**src/aar_pkg.sv**
```systemverilog
package aar_pkg;

  // ----------------------------------------------------------------
  // Register map and fields
  // ----------------------------------------------------------------
  localparam logic [7:0] OFS_CTRL   = 8'h00;
  localparam logic [7:0] OFS_RETRY  = 8'h04;
  localparam logic [7:0] OFS_CHAN   = 8'h08;
  localparam logic [7:0] OFS_OBS    = 8'h0C;
  localparam logic [7:0] OFS_STATUS = 8'h10;
  localparam logic [7:0] OFS_CMD    = 8'h14;
  localparam logic [7:0] OFS_REPLY  = 8'h18;

  localparam int CTRL_PRIM_RX = 0;
  localparam int CTRL_AA      = 1;
  localparam int CTRL_ACKPAY  = 2;
  localparam int CTRL_VARLEN  = 3;
  localparam int CTRL_SKIPEN  = 4;
  localparam logic [4:0] CTRL_RST = 5'h02;

  localparam int RETRY_LIMIT_LSB = 0;
  localparam int RETRY_DELAY_LSB = 4;
  localparam logic [3:0] RETRY_LIMIT_RST = 4'h3;
  localparam logic [3:0] RETRY_DELAY_RST = 4'h0;

  localparam int STAT_SENT     = 0;
  localparam int STAT_RECV     = 1;
  localparam int STAT_EXH      = 2;
  localparam int STAT_TXP      = 3;
  localparam int STAT_QCNT_LSB = 4;

  localparam int CMD_LOAD       = 0;
  localparam int CMD_LOAD_NOACK = 1;
  localparam int CMD_FLUSH      = 2;
  localparam int CMD_REUSE      = 3;

  localparam int REPLY_PIPE_LSB = 0;
  localparam int REPLY_DATA_LSB = 8;

  // ----------------------------------------------------------------
  // Sizes and timing
  // ----------------------------------------------------------------
  localparam int QDEPTH = 3;
  localparam int CLK_NS        = 10;
  localparam int RETRY_STEP_NS = 250000;
  localparam int LISTEN_NS     = 250000;
  localparam int RETRY_STEP_CYC = RETRY_STEP_NS / CLK_NS;
  localparam int LISTEN_CYC     = LISTEN_NS / CLK_NS;

  // ----------------------------------------------------------------
  // Types
  // ----------------------------------------------------------------
  typedef enum logic [2:0] {
    ST_STBY1, ST_STBY2, ST_TX, ST_LISTEN, ST_RETRY, ST_RX, ST_ACK_WAIT, ST_ACK_TX
  } aar_state_t;

  typedef struct packed {
    logic [2:0] pipe;
    logic [7:0] data;
  } aar_entry_t;

endpackage : aar_pkg

```
**src/aar_reply_queue.sv**
```systemverilog
`timescale 1ns/1ps
module aar_reply_queue (
  // Clock and reset
  input  wire logic              clk,
  input  wire logic              rst_b,
  // Control
  input  wire logic              flush,
  input  wire logic              load,
  input  wire aar_pkg::aar_entry_t load_entry,
  input  wire logic              take,
  input  wire logic [2:0]        take_pipe,
  // Result
  output logic [1:0]             count,
  output logic                   hit,
  output logic [7:0]             hit_data
);

  typedef struct packed {
    aar_pkg::aar_entry_t [aar_pkg::QDEPTH-1:0] slot;
    logic [1:0]                                cnt;
    logic                                      hit;
    logic [7:0]                                data;
  } aar_q_t;

  aar_q_t s;
  aar_q_t n;

  // Slots stay in arrival order, so the lowest matching slot is the oldest.
  always_comb begin
    logic found;
    logic [1:0] idx;
    found = 1'b0;
    idx   = 2'h0;
    n = s;
    for (int i = aar_pkg::QDEPTH - 1; i >= 0; i--) begin
      if (2'(i) < s.cnt && s.slot[i].pipe == take_pipe) begin
        found = 1'b1;
        idx   = 2'(i);
      end
    end
    if (flush) begin
      n.cnt = 2'h0;
      n.hit = 1'b0;
    end else begin
      if (take) begin
        n.hit = found;
        if (found) begin
          n.data = s.slot[idx].data;
          for (int j = 0; j < aar_pkg::QDEPTH - 1; j++) begin
            if (2'(j) >= idx) begin
              n.slot[j] = s.slot[j+1];
            end
          end
          n.cnt = s.cnt - 2'h1;
        end
      end
      if (load && n.cnt < 2'(aar_pkg::QDEPTH)) begin
        n.slot[n.cnt] = load_entry;
        n.cnt         = n.cnt + 2'h1;
      end
    end
  end

  always_ff @(posedge clk or negedge rst_b) begin
    if (!rst_b) begin
      s <= '0;
    end else begin
      s <= n;
    end
  end

  assign count    = s.cnt;
  assign hit      = s.hit;
  assign hit_data = s.data;

endmodule : aar_reply_queue

```
**src/aar_ctrl.sv**
```systemverilog
// The APB register port and the placing of the registers are this design's own decisions.
`timescale 1ns/1ps
module aar_ctrl #(
  parameter int unsigned STEP_CYC   = aar_pkg::RETRY_STEP_CYC,
  parameter int unsigned LISTEN_CYC = aar_pkg::LISTEN_CYC
) (
  // Clock and reset
  input  wire logic        clk,
  input  wire logic        rst_b,
  // APB slave
  input  wire logic        psel,
  input  wire logic        penable,
  input  wire logic        pwrite,
  input  wire logic [7:0]  paddr,
  input  wire logic [31:0] pwdata,
  output logic [31:0]      prdata,
  output logic             pready,
  output logic             pslverr,
  // Host pin
  input  wire logic        activate,
  // Radio transmit path
  output logic             tx_start,
  output logic [1:0]       tx_pid,
  output logic             tx_no_ack,
  input  wire logic        tx_done,
  // Radio receive path
  output logic             rx_listen,
  input  wire logic        rx_addr_match,
  input  wire logic        rx_pkt_end,
  input  wire logic        rx_crc_ok,
  input  wire logic        rx_ack_payload,
  input  wire logic        rx_pkt_valid,
  input  wire logic [2:0]  rx_pipe,
  input  wire logic        rx_no_ack,
  // Acknowledge generator
  output logic             ack_start,
  output logic             ack_with_payload,
  output logic [7:0]       ack_payload
);

  // ----------------------------------------------------------------
  // State
  // ----------------------------------------------------------------
  typedef struct packed {
    aar_pkg::aar_state_t state;
    logic [4:0]          ctrl;
    logic [3:0]          retry_limit;
    logic [3:0]          retry_delay;
    logic [6:0]          channel_select;
    logic [3:0]          retry_counter;
    logic [3:0]          lost_packet_counter;
    logic                data_sent_event;
    logic                data_received_event;
    logic                retry_exhausted_event;
    logic                tx_present;
    logic                tx_skip;
    logic                reuse;
    logic [1:0]          packet_sequence_id;
    logic                act_prev;
    logic [15:0]         step_cnt;
    logic [4:0]          steps;
    logic [15:0]         listen_cnt;
    logic                matched;
    logic                tx_start;
    logic                rx_listen;
    logic                ack_start;
    logic                pready;
    logic                pslverr;
    logic [31:0]         prdata;
  } aar_ctrl_t;

  aar_ctrl_t  s;
  aar_ctrl_t  n;
  logic       q_load;
  logic       q_take;
  logic       q_flush;
  logic [1:0] q_count;
  logic       delay_done;
  logic       start_ok;
  logic       access;

  assign access     = psel && penable && s.pready;
  assign delay_done = (s.steps == 5'(s.retry_delay) + 5'h01);
  // A repeated packet needs a fresh rising edge on activate, so one pulse sends it once.
  assign start_ok   = activate && s.tx_present && !s.retry_exhausted_event &&
                      (!s.reuse || !s.act_prev);

  // ----------------------------------------------------------------
  // Next state
  // ----------------------------------------------------------------
  always_comb begin
    logic do_start;
    logic fail;
    do_start  = 1'b0;
    fail      = 1'b0;
    n         = s;
    q_load    = 1'b0;
    q_take    = 1'b0;
    q_flush   = 1'b0;
    n.act_prev  = activate;
    n.tx_start  = 1'b0;
    n.ack_start = 1'b0;
    n.pready    = psel && !penable;
    n.pslverr   = 1'b0;
    if (psel && !penable) begin
      unique case (paddr)
        aar_pkg::OFS_CTRL:   n.prdata = 32'(s.ctrl);
        aar_pkg::OFS_RETRY:  n.prdata = 32'({s.retry_delay, s.retry_limit});
        aar_pkg::OFS_CHAN:   n.prdata = 32'(s.channel_select);
        aar_pkg::OFS_OBS:    n.prdata = 32'({s.lost_packet_counter, s.retry_counter});
        aar_pkg::OFS_STATUS: n.prdata = 32'({q_count, s.tx_present, s.retry_exhausted_event,
                                              s.data_received_event, s.data_sent_event});
        aar_pkg::OFS_CMD, aar_pkg::OFS_REPLY: n.prdata = 32'h00000000;
        default: begin
          n.prdata  = 32'h00000000;
          n.pslverr = 1'b1;
        end
      endcase
    end
    if (access && pwrite) begin
      unique case (paddr)
        aar_pkg::OFS_CTRL: n.ctrl = pwdata[4:0];
        aar_pkg::OFS_RETRY: begin
          n.retry_limit = pwdata[aar_pkg::RETRY_LIMIT_LSB +: 4];
          n.retry_delay = pwdata[aar_pkg::RETRY_DELAY_LSB +: 4];
        end
        aar_pkg::OFS_CHAN: begin
          n.channel_select = pwdata[6:0];
          n.lost_packet_counter = 4'h0;
        end
        aar_pkg::OFS_STATUS: begin
          n.data_sent_event       = s.data_sent_event & ~pwdata[aar_pkg::STAT_SENT];
          n.data_received_event   = s.data_received_event & ~pwdata[aar_pkg::STAT_RECV];
          n.retry_exhausted_event = s.retry_exhausted_event & ~pwdata[aar_pkg::STAT_EXH];
        end
        aar_pkg::OFS_CMD: begin
          if (pwdata[aar_pkg::CMD_LOAD] || (pwdata[aar_pkg::CMD_LOAD_NOACK] && s.ctrl[aar_pkg::CTRL_SKIPEN])) begin
            n.tx_present = 1'b1;
            n.reuse      = 1'b0;
            n.tx_skip    = !pwdata[aar_pkg::CMD_LOAD];
          end
          if (pwdata[aar_pkg::CMD_FLUSH]) begin
            q_flush      = 1'b1;
            n.tx_present = 1'b0;
            n.reuse      = 1'b0;
          end
          // keep last packet for manual resends
          if (pwdata[aar_pkg::CMD_REUSE]) begin
            n.reuse      = 1'b1;
            n.tx_present = 1'b1;
          end
        end
        // reply stored in a free slot
        aar_pkg::OFS_REPLY: q_load = 1'b1;
        default: n.pslverr = 1'b0;
      endcase
    end
    // delay timer runs from packet end
    if ((s.state == aar_pkg::ST_LISTEN || s.state == aar_pkg::ST_RETRY) && !delay_done) begin
      if (s.step_cnt == 16'(STEP_CYC - 1)) begin
        n.step_cnt = 16'h0000;
        n.steps    = s.steps + 5'h01;
      end else begin
        n.step_cnt = s.step_cnt + 16'h0001;
      end
    end
    unique case (s.state)
      aar_pkg::ST_STBY1: begin
        if (activate && s.ctrl[aar_pkg::CTRL_PRIM_RX]) begin
          n.state     = aar_pkg::ST_RX;
          n.rx_listen = 1'b1;
        end else if (start_ok) begin
          do_start = 1'b1;
        end else if (activate && !s.tx_present) begin
          n.state = aar_pkg::ST_STBY2;
        end
      end
      aar_pkg::ST_STBY2: begin
        if (!activate || s.ctrl[aar_pkg::CTRL_PRIM_RX]) begin
          n.state = aar_pkg::ST_STBY1;
        end else if (start_ok) begin
          do_start = 1'b1;
        end
      end
      aar_pkg::ST_TX: begin
        if (tx_done) begin
          // The tx_done cycle already counts toward the delay, so the resend is not late by one.
          n.step_cnt   = 16'h0001;
          n.steps      = 5'h00;
          n.listen_cnt = 16'h0000;
          n.matched    = 1'b0;
          if (s.tx_skip || !s.ctrl[aar_pkg::CTRL_AA]) begin
            n.state           = aar_pkg::ST_STBY1;
            n.data_sent_event = 1'b1;
            n.tx_present      = s.reuse;
          end else begin
            n.state     = aar_pkg::ST_LISTEN;
            n.rx_listen = 1'b1;
          end
        end
      end
      aar_pkg::ST_LISTEN: begin
        n.listen_cnt = s.listen_cnt + 16'h0001;
        if (rx_pkt_end && (s.matched || rx_addr_match)) begin
          if (rx_crc_ok) begin
            n.data_sent_event = 1'b1;
            if (rx_ack_payload) begin
              n.data_received_event = 1'b1;
            end
            n.state      = aar_pkg::ST_STBY1;
            n.rx_listen  = 1'b0;
            n.tx_present = s.reuse;
          end else begin
            fail = 1'b1;
          end
        end else if (rx_addr_match) begin
          n.matched = 1'b1;
        end else if ((!s.matched && s.listen_cnt == 16'(LISTEN_CYC - 1)) || delay_done) begin
          fail = 1'b1;
        end
        if (fail) begin
          n.rx_listen = 1'b0;
          if (s.retry_counter == s.retry_limit) begin
            n.retry_exhausted_event = 1'b1;
            n.state                 = aar_pkg::ST_STBY1;
          end else begin
            n.state = aar_pkg::ST_RETRY;
          end
        end
      end
      aar_pkg::ST_RETRY: begin
        if (delay_done) begin
          n.state               = aar_pkg::ST_TX;
          n.tx_start            = 1'b1;
          n.retry_counter       = s.retry_counter + 4'h1;
          if (n.lost_packet_counter != 4'hF) begin
            n.lost_packet_counter = n.lost_packet_counter + 4'h1;
          end
        end
      end
      aar_pkg::ST_RX: begin
        if (!activate || !s.ctrl[aar_pkg::CTRL_PRIM_RX]) begin
          n.state     = aar_pkg::ST_STBY1;
          n.rx_listen = 1'b0;
        end else if (rx_pkt_valid) begin
          n.data_received_event = 1'b1;
          if (s.ctrl[aar_pkg::CTRL_AA] && !rx_no_ack) begin
            // payload only with both modes on
            q_take      = s.ctrl[aar_pkg::CTRL_ACKPAY] && s.ctrl[aar_pkg::CTRL_VARLEN];
            n.state     = aar_pkg::ST_ACK_WAIT;
            n.rx_listen = 1'b0;
          end
        end
      end
      aar_pkg::ST_ACK_WAIT: begin
        n.ack_start = 1'b1;
        n.state     = aar_pkg::ST_ACK_TX;
      end
      aar_pkg::ST_ACK_TX: begin
        if (tx_done) begin
          n.state     = aar_pkg::ST_RX;
          n.rx_listen = 1'b1;
        end
      end
    endcase
    if (do_start) begin
      n.state         = aar_pkg::ST_TX;
      n.tx_start      = 1'b1;
      n.retry_counter = 4'h0;
      if (!s.reuse) begin
        n.packet_sequence_id = s.packet_sequence_id + 2'h1;
      end
    end
  end

  always_ff @(posedge clk or negedge rst_b) begin
    if (!rst_b) begin
      s             <= '0;
      s.state       <= aar_pkg::ST_STBY1;
      s.ctrl        <= aar_pkg::CTRL_RST;
      s.retry_limit <= aar_pkg::RETRY_LIMIT_RST;
      s.retry_delay <= aar_pkg::RETRY_DELAY_RST;
    end else begin
      s <= n;
    end
  end

  // ----------------------------------------------------------------
  // Reply queue
  // ----------------------------------------------------------------
  // three pending replies
  aar_reply_queue u_queue (
    .clk        (clk),
    .rst_b      (rst_b),
    .flush      (q_flush),
    .load       (q_load),
    .load_entry ({pwdata[aar_pkg::REPLY_PIPE_LSB +: 3], pwdata[aar_pkg::REPLY_DATA_LSB +: 8]}),
    .take       (q_take),
    .take_pipe  (rx_pipe),
    .count      (q_count),
    .hit        (ack_with_payload),
    .hit_data   (ack_payload)
  );

  assign prdata    = s.prdata;
  assign pready    = s.pready;
  assign pslverr   = s.pslverr;
  assign tx_start  = s.tx_start;
  assign tx_pid    = s.packet_sequence_id;
  assign tx_no_ack = s.tx_skip;
  assign rx_listen = s.rx_listen;
  assign ack_start = s.ack_start;
endmodule : aar_ctrl

```
**config.mk**
```make
export PLATFORM = sky130hd
export DESIGN_NAME = aar_ctrl
export DESIGN_NICKNAME = d
export VERILOG_FILES = /design/src/aar_pkg.sv /design/src/aar_reply_queue.sv /design/src/aar_ctrl.sv
export SDC_FILE = /design/constraint.sdc
export NUM_CORES = 1
export LEC_CHECK = 0
export BUFFER_PORTS_ARGS = -buffer_cell sky130_fd_sc_hd__buf_4
export CORE_MARGIN = 4
export CORE_UTILIZATION = 57
export CTS_BUF_LIST = sky130_fd_sc_hd__clkbuf_4 sky130_fd_sc_hd__clkbuf_8
export CTS_CLUSTER_SIZE = 12
export DETAILED_ROUTE_END_ITERATION = 10
export PLACE_DENSITY = 0.89
export SLEW_MARGIN = 10
export SYNTH_ARGS = -nofsm -noshare
export SYNTH_HDL_FRONTEND = slang
export SYNTH_HIERARCHICAL = 1
export SYNTH_SLANG_ARGS = --single-unit
```
**constraint.sdc**
```tcl
create_clock -name clk -period 5.4 [get_ports clk]
set_input_delay 0.81 -clock clk [delete_from_list [all_inputs] [get_ports clk]]
set_output_delay 0.81 -clock clk [all_outputs]
set_load 0.02 [all_outputs]
```
== Yosys cells after proc, flatten, opt, wreduce, memory -nomap -nowiden ==
Index checks and enable logic that the tools add are counted.
Operators by class
  eq/ne operators: 41
  mux-type cells: 112
  order comparisons: 9
  bitwise operators: 8
  add/subtract/negate cells: 9
  reduce and logical (&&, ||, !) cells: 64
Operator list (count)
  33-bit two-way mux: 3
  3-bit two-way mux: 19
  1-bit two-way mux: 55
  24-bit two-way mux: 2
  21-bit two-way mux: 2
  8-bit one-hot mux with 5 select lines: 1
  38-bit two-way mux: 1
  17-bit one-hot mux with 2 select lines: 1
  33-bit bitwise mux: 1
  11-bit two-way mux: 3
  16-bit by 1-bit adder with 16-bit output, second input constant: 2
  16-bit by 15-bit equality test with 1-bit output, second input constant: 2
  8-bit two-way mux: 4
  8-bit by 5-bit equality test with 1-bit output, second input constant: 3
  3-bit one-hot mux with 8 select lines: 1
  11-bit binary-select mux with 2-bit select: 1
  11-bit demux with 2-bit select: 1
  1-bit logical AND: 20
  4-bit != test, second input constant: 5
  8-bit by 4-bit equality test with 1-bit output, second input constant: 2
  16-bit two-way mux: 1
  3-bit != test, second input constant: 5
  2-bit AND reduction: 7
  3-bit equality test, second input constant: 4
  other kinds (43): 97
Word-level totals
  output and inout port bits: 49
  register bits: 159
  word-level logic and storage cells: 277
  input port bits: 56

== Logic depth before layout (Yosys ltp) ==
Gate-level depths: netlist of run 1.
  depth after elaboration: 17
  gate-level depth with buffers: 12
  mapped depth without buffers: 9

== Modules after synthesis ==
Netlist of run 1, hierarchy kept.
By module, submodules not included
  aar_ctrl: times used 1, area an instance 5158.7 µm², cells an instance 537, sequential area each 2280.9 µm²
  aar_reply_queue: times used 1, area an instance 2676.3 µm², cells an instance 269, sequential area each 1101.1 µm²

== Worst setup path after synthesis of run 1 ==
Ideal clock, no wire load.
  path kind: input -> register
  start: input pwrite
  end: register u_queue/s[23] (netlist name)
  path buffers: 4
  data arrival time: 2.969 ns
  required time: 5.306 ns
  setup slack: 2.337 ns
  stages: 10
  setup time: 0.094 ns
  path through: and4_1 -> clkbuf_1 -> inv_1 -> nor3_1 -> and2_1 -> clkbuf_1 -> clkbuf_1 -> clkbuf_1 -> nor2_1 -> a221oi_2
Between the ends
  elaborated cells between the ends (all ways): 5
  classes of those cells: mux: 3; reduce/logical: 2
RTL lines
  start, declared: line aar_ctrl.sv:13  | input wire logic pwrite,
  1-bit logical AND: line aar_ctrl.sv:120  | if (access && pwrite) begin
  1-bit two-way mux: line aar_ctrl.sv:120
  named net q_flush: line aar_ctrl.sv:76  | logic q_flush;
  end signal, assigned: line aar_reply_queue.sv:68  | s <= n;
  end, declared: line aar_reply_queue.sv:25  | aar_q_t s;
The timed path passes the listed nets, and every way through them passes these cells.
A chain may end at the register's enable or synchronous reset.

== Worst setup path in the final report of run 1 ==
  start: input pwrite
  end: register u_queue/s[36] (netlist name)
Between the ends
  word-level cells in the longest chain between the ends: 4
  elaborated cells between the ends (all ways): 6
  classes of those cells: mux: 2; bitwise: 1; reduce/logical: 3
Ends and longest elaborated chain (line)
  1-bit logical AND: aar_ctrl.sv:120
  1-bit two-way mux: aar_ctrl.sv:120
  named net q_flush: aar_ctrl.sv:76
  1-bit inverter (no line)
  2-bit AND reduction (no line)
The timed path passes the listed nets, and every way through them passes these cells.

==> results of run 1 <==
metrics by stage:
stage          area, um2  utilization [%]  setup slack [ns]  hold WS, ns  power, mW
6_report            8590             64.4              1.94        0.390       2.75
5_1_grt             8590             64.4              1.82        0.429       2.90
4_1_cts             8590             64.3              2.05        0.412       2.75
3_5_place_dp        8180             61.2              1.58        0.468       1.88
3_3_place_gp        8180             61.2              1.64        0.465       1.85
2_1_floorplan       7920                -              2.34        0.446       1.73
per-layer routing:
layer	GRT usage [%]	vias to the layer above	part of all wire, %
met5	0	-	0
met4	8.61	0	2.0
met3	5.80	37	8.2
met2	35.7	309	47
met1	31.4	3055	43
li1	-	2897	-
sequential cells by signal, indices dropped and copies added (netlist names), 2 cells and up:
| signal | flops |
|---|---|
| u_queue/s | 33 |
| u_queue/hit_data | 8 |
| u_queue/count | 2 |
| prdata | 8 |
| s | 75 |
| tx_pid | 2 |
final cells by class:
| class | instances | area [um2] | area share (%) |
|---|---|---|---|
| inverter | 22 | 82.6 | 0.961 |
| multi-input combinational | 588 | 3950 | 46.0 |
| tap | 176 | 220 | 2.56 |
| clock buffer | 23 | 285 | 3.32 |
| sequential | 135 | 3380 | 39.4 |
| timing repair buffer | 72 | 544 | 6.33 |
| clock inverter | 9 | 125 | 1.46 |
cell families after synthesis:
logic type | after synthesis | synth area share, %
buffers and inverters | 106 | 7.65
other | 1 | 0.0479
and+or+nand+nor | 308 | 20.9
AOI/OAI and AO/OA | 169 | 17.1
xor gates and xnor gates | 41 | 4.58
DFF | 135 | 43.2
adders and majority gates | 9 | 1.44
muxes | 37 | 5.21
worst max-delay path, cell delays in order:
cell                      delay (ns)
sky130_fd_sc_hd__buf_4          0.07
sky130_fd_sc_hd__and4_1         0.41
sky130_fd_sc_hd__inv_1          0.07
sky130_fd_sc_hd__nor3_1         0.64
sky130_fd_sc_hd__and2_1         0.61
sky130_fd_sc_hd__inv_1          0.22
sky130_fd_sc_hd__nand2_1        0.14
sky130_fd_sc_hd__nor3_1         0.05
sky130_fd_sc_hd__a32oi_1        0.16
sky130_fd_sc_hd__buf_4          0.24
sky130_fd_sc_hd__mux2_2         0.36
final timing paths:
kind | startpoint | to | slack, ns | cells past startpoint
max | pwrite | u_queue/s[36]$_DFFE_PN0P_ | 1.94 | 11
min | rst_b | rx_listen$_DFFE_PN0P_ | 0.39 | 1
max reg2reg | pready$_DFF_PN0_ | u_queue/s[36]$_DFFE_PN0P_ | 2.02 | 10
min reg2reg | tx_pid[1]$_DFFE_PN0P_ | tx_pid[1]$_DFFE_PN0P_ | 0.47 | 1
max in group asynchronous | rst_b | s[82]$_DFF_PN0_ | 3.91 | 2
min in group clk | tx_pid[1]$_DFFE_PN0P_ | tx_pid[1]$_DFFE_PN0P_ | 0.47 | 1
placed cells by master (no fill, tap or decap), types with 14 or more instances in the layout:
cell / netlist / layout
sky130_fd_sc_hd__mux2_2: 30 / 30
sky130_fd_sc_hd__clkbuf_8: 0 / 18
sky130_fd_sc_hd__nand3_1: 28 / 28
sky130_fd_sc_hd__nor2_1: 89 / 89
sky130_fd_sc_hd__nand2_1: 61 / 61
sky130_fd_sc_hd__inv_1: 22 / 22
sky130_fd_sc_hd__nor3_1: 22 / 22
sky130_fd_sc_hd__a21oi_1: 22 / 22
sky130_fd_sc_hd__dfrtp_1: 132 / 132
sky130_fd_sc_hd__o31ai_1: 14 / 14
sky130_fd_sc_hd__xnor2_1: 24 / 24
sky130_fd_sc_hd__nand2b_1: 18 / 18
sky130_fd_sc_hd__xor2_1: 17 / 17
sky130_fd_sc_hd__conb_1: 1 / 24
sky130_fd_sc_hd__o21ai_0: 38 / 38
sky130_fd_sc_hd__buf_4: 44 / 70
power groups by stage:
stage                     Clock, mW  Combinational (mW)  Sequential [mW]
after floorplan                   0               0.465             1.26
after global placement            0               0.528             1.32
after detailed placement          0               0.550             1.33
after CTS                     0.883               0.558             1.31
after global routing          0.928               0.635             1.34
final                         0.869               0.557             1.32
==> impl_table.tex, run 1 <==
\begin{tabular}{lr}
\hline
Metric & Value \\
\hline
\multicolumn{2}{l}{\textbf{Power}} \\
Sw Pwr & a little under 0.9 mW \\
Portion of total power attributed to sequential cells & 48.1\% \\
Leak & roughly 3.9 nW \\
Pint & approximately 1.9 mW \\
Sw Ratio & 32.2\% \\
Clock power share & between 30\% and 40\% \\
Peak ir drop on the vdd network & 0.214 mV \\
Power per cell area & 320 mW/mm2 \\
Combinational share of power & approximately 20\% \\
\multicolumn{2}{l}{\textbf{Placement}} \\
DP HPWL & about 12,000 um \\
Placed Instances & slightly below 1,000 \\
IO Port Bufs & 64 \\
Global placement routability congestion & 0.847 \\
\multicolumn{2}{l}{\textbf{Logic synthesis}} \\
Most common cell in the netlist & sky130\_fd\_sc\_hd\_\_dfrtp\_1 \\
Number of unique standard cell types used by synthesis & 81 \\
Dominant cells by area after synthesis & sky130\_fd\_sc\_hd\_\_dfrtp\_1, sky130\_fd\_sc\_hd\_\_mux2\_2, sky130\_fd\_sc\_hd\_\_nor2\_1 \\
Synth Area per Inst & 9.72 um2 \\
Flip-flop cell with the highest count after synthesis & sky130\_fd\_sc\_hd\_\_dfrtp\_1 \\
Seq/Total Area, Yosys & between 40\% and 50\% \\
Async set-reset flop share out of synthesis & 100\% \\
EDFF count, synth & 0 \\
Library cell with the largest summed area after synthesis & sky130\_fd\_sc\_hd\_\_dfrtp\_1 \\
Number of flip-flops and latches in the synthesized netlist & 135 \\
Warnings, synthesis & 6 \\
Number of cells produced by synthesis & around 810 \\
Area of the mapped netlist & 0.00784 mm2 \\
Synth top area share & 42.2\% \\
Most common library cells after synthesis & sky130\_fd\_sc\_hd\_\_dfrtp\_1, sky130\_fd\_sc\_hd\_\_nor2\_1, sky130\_fd\_sc\_hd\_\_nand2\_1, sky130\_fd\_sc\_hd\_\_buf\_4, sky130\_fd\_sc\_hd\_\_o21ai\_0 \\
\multicolumn{2}{l}{\textbf{CTS}} \\
Total of cells resized after clock tree synthesis & 0 \\
CTS tree & done \\
Maximum level of the CTS H-tree & 4 \\
Sink Count & 135 \\
Clock tree root driver cell & sky130\_fd\_sc\_hd\_\_clkbuf\_8 \\
Clock latency on the worst-skew pair & between 0.4 and 0.5 ns \\
Clk buf depth & 2 \\
Total of hold buffers inserted after clock tree synthesis & 0 \\
Clock-pin slew reported for the worst setup and hold paths after clock tree synthesis & 0.07 ns \\
Setup repair bufs after CTS & 0 \\
TritonCTS Buffers & 17 \\
\multicolumn{2}{l}{\textbf{Floorplanning}} \\
Area of the die & 0.0157 mm2 \\
Number of cell rows & 42 \\
Area of the placeable core & 0.0133 mm2 \\
Effective utilization at floorplan & 58.7\% \\
Die H & $\sim$130 um \\
Count of pins on the block boundary & between 100 and 150 \\
Width of the chip & 125 um \\
\multicolumn{2}{l}{\textbf{Route}} \\
Post-route antenna net violation count & 0 \\
Per-cell routed wire length & 17.3 um \\
Total detailed-routing wirelength & 17,800 um \\
Initial drt markers & 819 \\
Avg Vias per Cell & 6.14 \\
Pre-Repair DR Iteration Count & 7 \\
Vias & 6,298 \\
Count of unresolved DRC violations after routing & 0 \\
\multicolumn{2}{l}{\textbf{Finish}} \\
Fill cell total of the finished layout & 1,028 \\
Share of cells above drive strength 1 & between 20\% and 30\% \\
Synthesis-to-layout area growth & 9.68\% \\
Post-Layout Cell Count & 1,025 \\
ANT cells & 0 \\
Net total in the final layout & 901 \\
\multicolumn{2}{l}{\textbf{Worst setup path}} \\
Kind of launch point of the worst setup path & input port \\
Critical Path Fanout Max & 16 \\
Worst Path Arrival & about 3.8 ns \\
Element type at the critical path end & flip-flop \\
Critical path type & in2reg \\
Critical Path RT & 5.74 ns \\
\multicolumn{2}{l}{\textbf{Timing}} \\
Final number of setup-violating endpoints & 0 \\
Minimum period implied by the final worst setup slack & 3.46 ns \\
Fmax achieved & 0.289 GHz \\
Slew headroom & 29.1\% \\
Sum of negative setup slack & 0 ns \\
Final Hold Violating Endpoints & 0 \\
Final Max Slew Viols & 0 \\
Measured slew at the worst slew-check pin & 1.06 ns \\
Final period utilization & 64.1\% \\
Setup repair after global routing missed its margin & false \\
Layout Skew & 0.0109 ns \\
\multicolumn{2}{l}{\textbf{Global route}} \\
Pin count of the biggest net entering global routing & 85 \\
Global router's overall resource usage & 23.0\% \\
Global route overflow & 0 \\
Number of antenna violations at the first check in global routing & 0 \\
Wire length of the first global-routing pass & 29,400 um \\
Vias in the first global route & 5,903 \\
\multicolumn{2}{l}{\textbf{Min path}} \\
Path category of the worst min-delay check & in2async \\
\multicolumn{2}{l}{\textbf{Run}} \\
Max-cap violations & 0 \\
\multicolumn{2}{l}{\textbf{Run status}} \\
Status & finished clean \\
\hline
\end{tabular}
No activity file was read; power rests on OpenSTA's default activity.
==> run 2: changes to the inputs <==
--- a/config.mk
+++ b/config.mk
@@ -7,11 +7,11 @@
 export LEC_CHECK = 0
 export BUFFER_PORTS_ARGS = -buffer_cell sky130_fd_sc_hd__buf_4
 export CORE_MARGIN = 4
-export CORE_UTILIZATION = 57
+export CORE_UTILIZATION = 54
 export CTS_BUF_LIST = sky130_fd_sc_hd__clkbuf_4 sky130_fd_sc_hd__clkbuf_8
 export CTS_CLUSTER_SIZE = 12
 export DETAILED_ROUTE_END_ITERATION = 10
-export PLACE_DENSITY = 0.89
+export PLACE_DENSITY = 0.88
 export SLEW_MARGIN = 10
 export SYNTH_ARGS = -nofsm -noshare
 export SYNTH_HDL_FRONTEND = slang
==> constraint.sdc (replaced) <==
create_clock -name clk -period 2.9 [get_ports clk]
set_input_delay 0.435 -clock clk [delete_from_list [all_inputs] [get_ports clk]]
set_output_delay 0.435 -clock clk [all_outputs]
set_load 0.02 [all_outputs]
==> impl_table.tex, run 2 (same netlist as run 1, synthesis figures left out) <==
\begin{tabular}{lr}
\hline
Metric & Value \\
\hline
\multicolumn{2}{l}{\textbf{Floorplanning}} \\
Area of the placeable core & 0.0140 mm2 \\
Die H & 128 um \\
Number of cell rows & 43 \\
Effective utilization at floorplan & 55.8\% \\
Area of the die & roughly 0.017 mm2 \\
Count of pins on the block boundary & 105 \\
Width of the chip & $\sim$130 um \\
\multicolumn{2}{l}{\textbf{Worst setup path}} \\
WP buf/inv & 1 \\
Kind of cell adding the most delay to the critical path & simple AND/OR/NAND/NOR gates \\
Most common cell on crit path & sky130\_fd\_sc\_hd\_\_nand2\_1 \\
Cell-by-cell listing of the critical path & nand2\_1 > nor3\_1 > and4\_1 > buf\_4 > nand2\_1 > nor2\_1 > a32oi\_2 > o221a\_2 \\
Worst Path Arrival & about 3.0 ns \\
Element type at the critical path end & flip-flop \\
Cell at the slowest stage of the critical path & sky130\_fd\_sc\_hd\_\_dfrtp\_1 \\
Kind of launch point of the worst setup path & flip-flop \\
Largest stage delay on the critical path & 0.43 ns \\
Critical Path RT & between 3 and 4 ns \\
Critical path type & reg2reg \\
Critical Path Fanout Max & 11 \\
\multicolumn{2}{l}{\textbf{Timing}} \\
Sum of negative setup slack & 0 ns \\
Minimum period implied by the final worst setup slack & $\sim$2.7 ns \\
Post-route worst setup slack & 0.244 ns \\
Final number of setup-violating endpoints & 0 \\
Measured slew at the worst slew-check pin & between 0.7 and 0.8 ns \\
Final Max Slew Viols & 0 \\
Setup repair after global routing missed its margin & false \\
Layout Skew & roughly 0.013 ns \\
Worst slack on hold paths & 0.122 ns \\
Fmax achieved & around 0.38 GHz \\
Final Hold Violating Endpoints & 0 \\
Slew headroom & 52.3\% \\
Final period utilization & between 90\% and 100\% \\
\multicolumn{2}{l}{\textbf{Placement}} \\
Global placement routability congestion & 0.861 \\
DP HPWL & 13,100 um \\
Post-placement worst setup slack & just under 0.08 ns \\
IO Port Bufs & 64 \\
\multicolumn{2}{l}{\textbf{Route}} \\
Post-route antenna net violation count & 0 \\
Initial drt markers & 612 \\
Count of unresolved DRC violations after routing & 0 \\
Vias & 6,489 \\
Total detailed-routing wirelength & approximately 20,000 um \\
Per-cell routed wire length & 18.5 um \\
Pre-Repair DR Iteration Count & 8 \\
Avg Vias per Cell & 6.16 \\
\multicolumn{2}{l}{\textbf{CTS}} \\
Clock latency on the worst-skew pair & 0.45 ns \\
Clock tree root driver cell & sky130\_fd\_sc\_hd\_\_clkbuf\_8 \\
CTS tree & done \\
Maximum level of the CTS H-tree & 4 \\
Clk buf depth & 2 \\
TritonCTS Buffers & 17 \\
Setup repair bufs after CTS & 0 \\
Clock-pin slew reported for the worst setup and hold paths after clock tree synthesis & 0.08 ns \\
Sink Count & $\sim$140 \\
\multicolumn{2}{l}{\textbf{Finish}} \\
Commonest cells after routing, fill and taps aside & sky130\_fd\_sc\_hd\_\_dfrtp\_1, sky130\_fd\_sc\_hd\_\_buf\_4, sky130\_fd\_sc\_hd\_\_nor2\_1 \\
Largest registers & s: 75 flops, u\_queue/s: 33 flops \\
Most frequent standard cell in the layout excluding fill and tap cells & sky130\_fd\_sc\_hd\_\_dfrtp\_1 \\
Share of cells above drive strength 1 & approximately 25\% \\
Top reg by flops & s \\
Max reg flops & 75 \\
ANT cells & 0 \\
Net total in the final layout & between 900 and 1,000 \\
Synthesis-to-layout area growth & 13.6\% \\
\multicolumn{2}{l}{\textbf{Power}} \\
Power per cell area & 622 mW/mm2 \\
Leak & 4.02 nW \\
Peak ir drop on the vdd network & 0.603 mV \\
\multicolumn{2}{l}{\textbf{Global route}} \\
Wire length of the first global-routing pass & about 32,000 um \\
Global router's overall resource usage & 23.9\% \\
Number of antenna violations at the first check in global routing & 0 \\
Pin count of the biggest net entering global routing & 56 \\
Vias in the first global route & 6,323 \\
Global route overflow & 0 \\
\multicolumn{2}{l}{\textbf{Min path}} \\
Path category of the worst min-delay check & in2reg \\
\multicolumn{2}{l}{\textbf{Run status}} \\
Status & finished clean \\
\multicolumn{2}{l}{\textbf{Run}} \\
Max-cap violations & 0 \\
\hline
\end{tabular}
## run 2: final cells by class
type	count	area, um2
fill	1091	5140
multi-input combinational	588	3960
sequential	135	3380
timing repair buffer	97	747
clock buffer	21	283
tap	180	225
clock inverter	11	218
inverter	22	82.6
## run 2: timing repair
action,CTS,global route
resized for setup,0,1
endpoints found under the setup margin,0,3
hold buffers,1,0
endpoints found under the hold margin,52,0
## run 2: routing by layer
layer,vias up,global-route usage (%),wire length (um)
li1,2954,-,-
met1,3153,31.1,8090
met2,322,38.6,9280
met3,60,6.68,1640
met4,0,8.30,520
met5,-,0,0
## run 2: power breakdown
group	total [mW]	leakage [nW]	internal [mW]	switching, mW
sequential	2.39	1.73	2.12	0.276
combinational	1.19	2.05	0.481	0.707
clock	1.95	0.246	1.19	0.760
total	5.53	4.02	3.79	1.74
## run 2: worst paths after layout
path | start | endpoint | slack (ns) | depth (start not counted)
max reg2reg | s[107]$_DFFE_PN0P_ | u_queue/s[20]$_DFFE_PN0N_ | 0.24 | 8
min reg2reg | tx_pid[1]$_DFFE_PN0P_ | tx_pid[1]$_DFFE_PN0P_ | 0.47 | 1
max | s[107]$_DFFE_PN0P_ | u_queue/s[20]$_DFFE_PN0N_ | 0.24 | 8
min | activate | s[75]$_DFF_PN0_ | 0.12 | 1
max in group asynchronous | rst_b | s[104]$_DFFE_PN1P_ | 1.60 | 3
min in group asynchronous | rst_b | s[44]$_DFFE_PN0P_ | 0.50 | 2
## run 2: stage by stage
step	instance area, um2	power, mW	utilization (%)	std cells
floorplan	7920	3.21	-	829
global placement	8380	3.50	59.7	1021
detailed placement	8380	3.56	59.7	1021
CTS	8890	5.53	63.3	1054
global route	8900	5.81	63.4	1054
finish	8900	5.53	63.4	1054
==> run 3: changes to the inputs <==
--- a/config.mk
+++ b/config.mk
@@ -5,13 +5,14 @@
 export SDC_FILE = /design/constraint.sdc
 export NUM_CORES = 1
 export LEC_CHECK = 0
+export ABC_AREA = 1
 export BUFFER_PORTS_ARGS = -buffer_cell sky130_fd_sc_hd__buf_4
 export CORE_MARGIN = 4
-export CORE_UTILIZATION = 54
+export CORE_UTILIZATION = 55
 export CTS_BUF_LIST = sky130_fd_sc_hd__clkbuf_4 sky130_fd_sc_hd__clkbuf_8
 export CTS_CLUSTER_SIZE = 12
 export DETAILED_ROUTE_END_ITERATION = 10
-export PLACE_DENSITY = 0.88
+export PLACE_DENSITY = 0.89
 export SLEW_MARGIN = 10
 export SYNTH_ARGS = -nofsm -noshare
 export SYNTH_HDL_FRONTEND = slang
==> impl_table.tex, run 3 <==
\begin{tabular}{lr}
\hline
Metric & Value \\
\hline
\multicolumn{2}{l}{\textbf{Global route}} \\
Global router's overall resource usage & 23.9\% \\
Wire length of the first global-routing pass & 35,000 um \\
Vias in the first global route & 7,570 \\
Grt met1 use & 31.1\% \\
Most Crowded Layer GR & met2 \\
Met2 Usage GRT & 39.0\% \\
Pin count of the biggest net entering global routing & 67 \\
Global route overflow & 0 \\
Met3 Use GR & about 5.8\% \\
Number of antenna violations at the first check in global routing & 0 \\
\multicolumn{2}{l}{\textbf{CTS}} \\
Sink Count & 135 \\
CTS tree & done \\
Clock-pin slew reported for the worst setup and hold paths after clock tree synthesis & 0.08 ns \\
Maximum level of the CTS H-tree & 4 \\
Setup repair bufs after CTS & 0 \\
Clk buf depth & 2 \\
Clock latency on the worst-skew pair & 0.45 ns \\
Clock tree root driver cell & sky130\_fd\_sc\_hd\_\_clkbuf\_8 \\
TritonCTS Buffers & 17 \\
\multicolumn{2}{l}{\textbf{Power}} \\
Combinational share of power & 25.6\% \\
Pint & $\sim$3.5 mW \\
Portion of total power attributed to sequential cells & 43.9\% \\
Sw Pwr & approximately 1.9 mW \\
Clock power share & 30.5\% \\
Sw Ratio & 34.8\% \\
Leak & between 4 and 5 nW \\
Power per cell area & slightly below 600 mW/mm2 \\
Peak ir drop on the vdd network & 0.319 mV \\
\multicolumn{2}{l}{\textbf{Floorplanning}} \\
Area of the placeable core & 0.0151 mm2 \\
Area of the die & between 0.015 and 0.02 mm2 \\
Die H & 132 um \\
Number of cell rows & 45 \\
Width of the chip & 132 um \\
Effective utilization at floorplan & 55.9\% \\
Count of pins on the block boundary & 105 \\
\multicolumn{2}{l}{\textbf{Logic synthesis}} \\
Number of cells produced by synthesis & $\sim$1,200 \\
Library cell with the largest summed area after synthesis & sky130\_fd\_sc\_hd\_\_dfrtp\_1 \\
Number of flip-flops and latches in the synthesized netlist & 135 \\
Dominant cells by area after synthesis & sky130\_fd\_sc\_hd\_\_dfrtp\_1, sky130\_fd\_sc\_hd\_\_nand2\_1, sky130\_fd\_sc\_hd\_\_inv\_1 \\
Warnings, synthesis & 6 \\
Synth Area per Inst & 7.33 um2 \\
EDFF count, synth & 0 \\
Number of unique standard cell types used by synthesis & 52 \\
Async set-reset flop share out of synthesis & 100\% \\
Area of the mapped netlist & roughly 0.0085 mm2 \\
Flip-flop cell with the highest count after synthesis & sky130\_fd\_sc\_hd\_\_dfrtp\_1 \\
Seq/Total Area, Yosys & 40.0\% \\
Most common cell in the netlist & sky130\_fd\_sc\_hd\_\_nand2\_1 \\
Synth top area share & 39.0\% \\
Most common library cells after synthesis & sky130\_fd\_sc\_hd\_\_nand2\_1, sky130\_fd\_sc\_hd\_\_inv\_1, sky130\_fd\_sc\_hd\_\_dfrtp\_1, sky130\_fd\_sc\_hd\_\_nand3\_1, sky130\_fd\_sc\_hd\_\_nor2\_1 \\
\multicolumn{2}{l}{\textbf{Finish}} \\
Most frequent standard cell in the layout excluding fill and tap cells & sky130\_fd\_sc\_hd\_\_nand2\_1 \\
Synthesis-to-layout area growth & 10.7\% \\
Max reg flops & 75 \\
Largest registers & s: 75 flops, u\_queue/s: 33 flops \\
Net total in the final layout & 1,270 \\
ANT cells & 0 \\
Share of cells above drive strength 1 & 15.4\% \\
Cell area after layout & 0.00937 mm2 \\
Commonest cells after routing, fill and taps aside & sky130\_fd\_sc\_hd\_\_nand2\_1, sky130\_fd\_sc\_hd\_\_inv\_1, sky130\_fd\_sc\_hd\_\_dfrtp\_1 \\
Post-Layout Cell Count & 1,406 \\
Top reg by flops & s \\
\multicolumn{2}{l}{\textbf{Placement}} \\
Dpl cell area & between 0.008 and 0.009 mm2 \\
Placed Instances & 1,373 \\
IO Port Bufs & 64 \\
DP HPWL & 14,600 um \\
Post-placement worst setup slack & 0.166 ns \\
Global placement routability congestion & 0.928 \\
\multicolumn{2}{l}{\textbf{Worst setup path}} \\
Critical Path RT & 3.28 ns \\
Worst Path Arrival & 3.03 ns \\
Element type at the critical path end & flip-flop \\
Kind of launch point of the worst setup path & flip-flop \\
Critical Path Fanout Max & 16 \\
Critical path type & reg2reg \\
\multicolumn{2}{l}{\textbf{Min path}} \\
Path category of the worst min-delay check & in2reg \\
\multicolumn{2}{l}{\textbf{Route}} \\
Avg Vias per Cell & 5.60 \\
Total detailed-routing wirelength & 20,500 um \\
Per-cell routed wire length & 14.6 um \\
Count of unresolved DRC violations after routing & 0 \\
Initial drt markers & 949 \\
Vias & 7,871 \\
Post-route antenna net violation count & 0 \\
Pre-Repair DR Iteration Count & 5 \\
\multicolumn{2}{l}{\textbf{Timing}} \\
Layout Skew & about 0.016 ns \\
Setup repair after global routing missed its margin & false \\
Sum of negative setup slack & 0 ns \\
Minimum period implied by the final worst setup slack & roughly 2.6 ns \\
Slew headroom & 45.9\% \\
Final Hold Violating Endpoints & 0 \\
Final Max Slew Viols & 0 \\
Final period utilization & 91.4\% \\
Measured slew at the worst slew-check pin & 0.810 ns \\
Fmax achieved & 0.377 GHz \\
Worst slack on hold paths & 0.147 ns \\
Post-route worst setup slack & roughly 0.25 ns \\
Final number of setup-violating endpoints & 0 \\
\multicolumn{2}{l}{\textbf{Run}} \\
Max-cap violations & 0 \\
\multicolumn{2}{l}{\textbf{Run status}} \\
Status & finished clean \\
\hline
\end{tabular}
[run 3: final cells by class]
class                   instances  area, um2
inverters                     155        589
fillers                      1327       5770
multi-input cells             816       4120
repair buffers                 80        619
flip-flops and latches        135       3380
well taps                     188        235
clock buffers                  21        277
clock inverters                11        146
[run 3: kinds of logic (layout without fill, tap and decap cells)]
logic type                 after synthesis  in the layout  synth area share, %
other                                    1             24               0.0443
adders and majority gates                9              9                 1.33
muxes                                    7              7                0.902
AOI/OAI and AO/OA                      157            157                 10.6
DFF                                    135            135                 40.0
and+or+nand+nor                        600            600                 32.5
buffers and inverters                  227            267                 12.7
xor gates and xnor gates                19             19                 1.97
[run 3: worst paths after layout]
| kind | slack [ns] | cells after the start | startpoint | to |
|---|---|---|---|---|
| max | 0.25 | 13 | s[112]$_DFFE_PN0P_ | u_queue/s[20]$_DFFE_PN0N_ |
| min | 0.15 | 1 | activate | s[75]$_DFF_PN0_ |
| max reg2reg | 0.25 | 13 | s[112]$_DFFE_PN0P_ | u_queue/s[20]$_DFFE_PN0N_ |
| min reg2reg | 0.48 | 2 | rx_listen$_DFFE_PN0P_ | rx_listen$_DFFE_PN0P_ |
| max in group asynchronous | 1.50 | 4 | rst_b | u_queue/hit_data[2]$_DFFE_PN0P_ |
| min in group asynchronous | 0.54 | 2 | rst_b | u_queue/hit_data[5]$_DFFE_PN0P_ |
[run 3: timing repair]
item                                    4_1_cts  5_1_grt
hold buffers                                  1        0
endpoints found under the setup margin        0       30
resized for setup                             0        4
hold endpoints to repair                     46        0
[run 3: metal layers]
metal  share of wire (%)  vias up
met1                  42     3680
li1                    -     3783
met5                   0        -
met3                 8.2       49
met4                 2.3        0
met2                  47      359
[run 3: critical path, cell delays in order (launching register included)]
cell,delay (ns)
sky130_fd_sc_hd__dfrtp_2,0.46
sky130_fd_sc_hd__inv_2,0.08
sky130_fd_sc_hd__nor2_2,0.15
sky130_fd_sc_hd__nand2_2,0.10
sky130_fd_sc_hd__nor2_4,0.13
sky130_fd_sc_hd__nand2_1,0.09
sky130_fd_sc_hd__nor4_1,0.29
sky130_fd_sc_hd__buf_4,0.23
sky130_fd_sc_hd__nand3_1,0.17
sky130_fd_sc_hd__nand2_4,0.24
sky130_fd_sc_hd__nand3_2,0.29
sky130_fd_sc_hd__nand2_1,0.16
sky130_fd_sc_hd__nand3_1,0.09
sky130_fd_sc_hd__nand2_1,0.10
[run 3: metrics by stage]
stage               power [mW]  util [%]
floorplan                 3.44         -
finish                    5.41      61.9
global route              5.74      61.9
detailed placement        3.77      58.9
CTS                       5.43      61.8
global placement          3.71      58.9
[run 3: power by group through the flow]
| stage | sequential [mW] | clock, mW | combinational, mW |
|---|---|---|---|
| after CTS | 2.37 | 1.68 | 1.39 |
| after detailed placement | 2.40 | 0 | 1.37 |
| final | 2.38 | 1.65 | 1.38 |
| after floorplan | 2.35 | 0 | 1.09 |
| after global placement | 2.39 | 0 | 1.32 |
| after global routing | 2.41 | 1.77 | 1.56 |
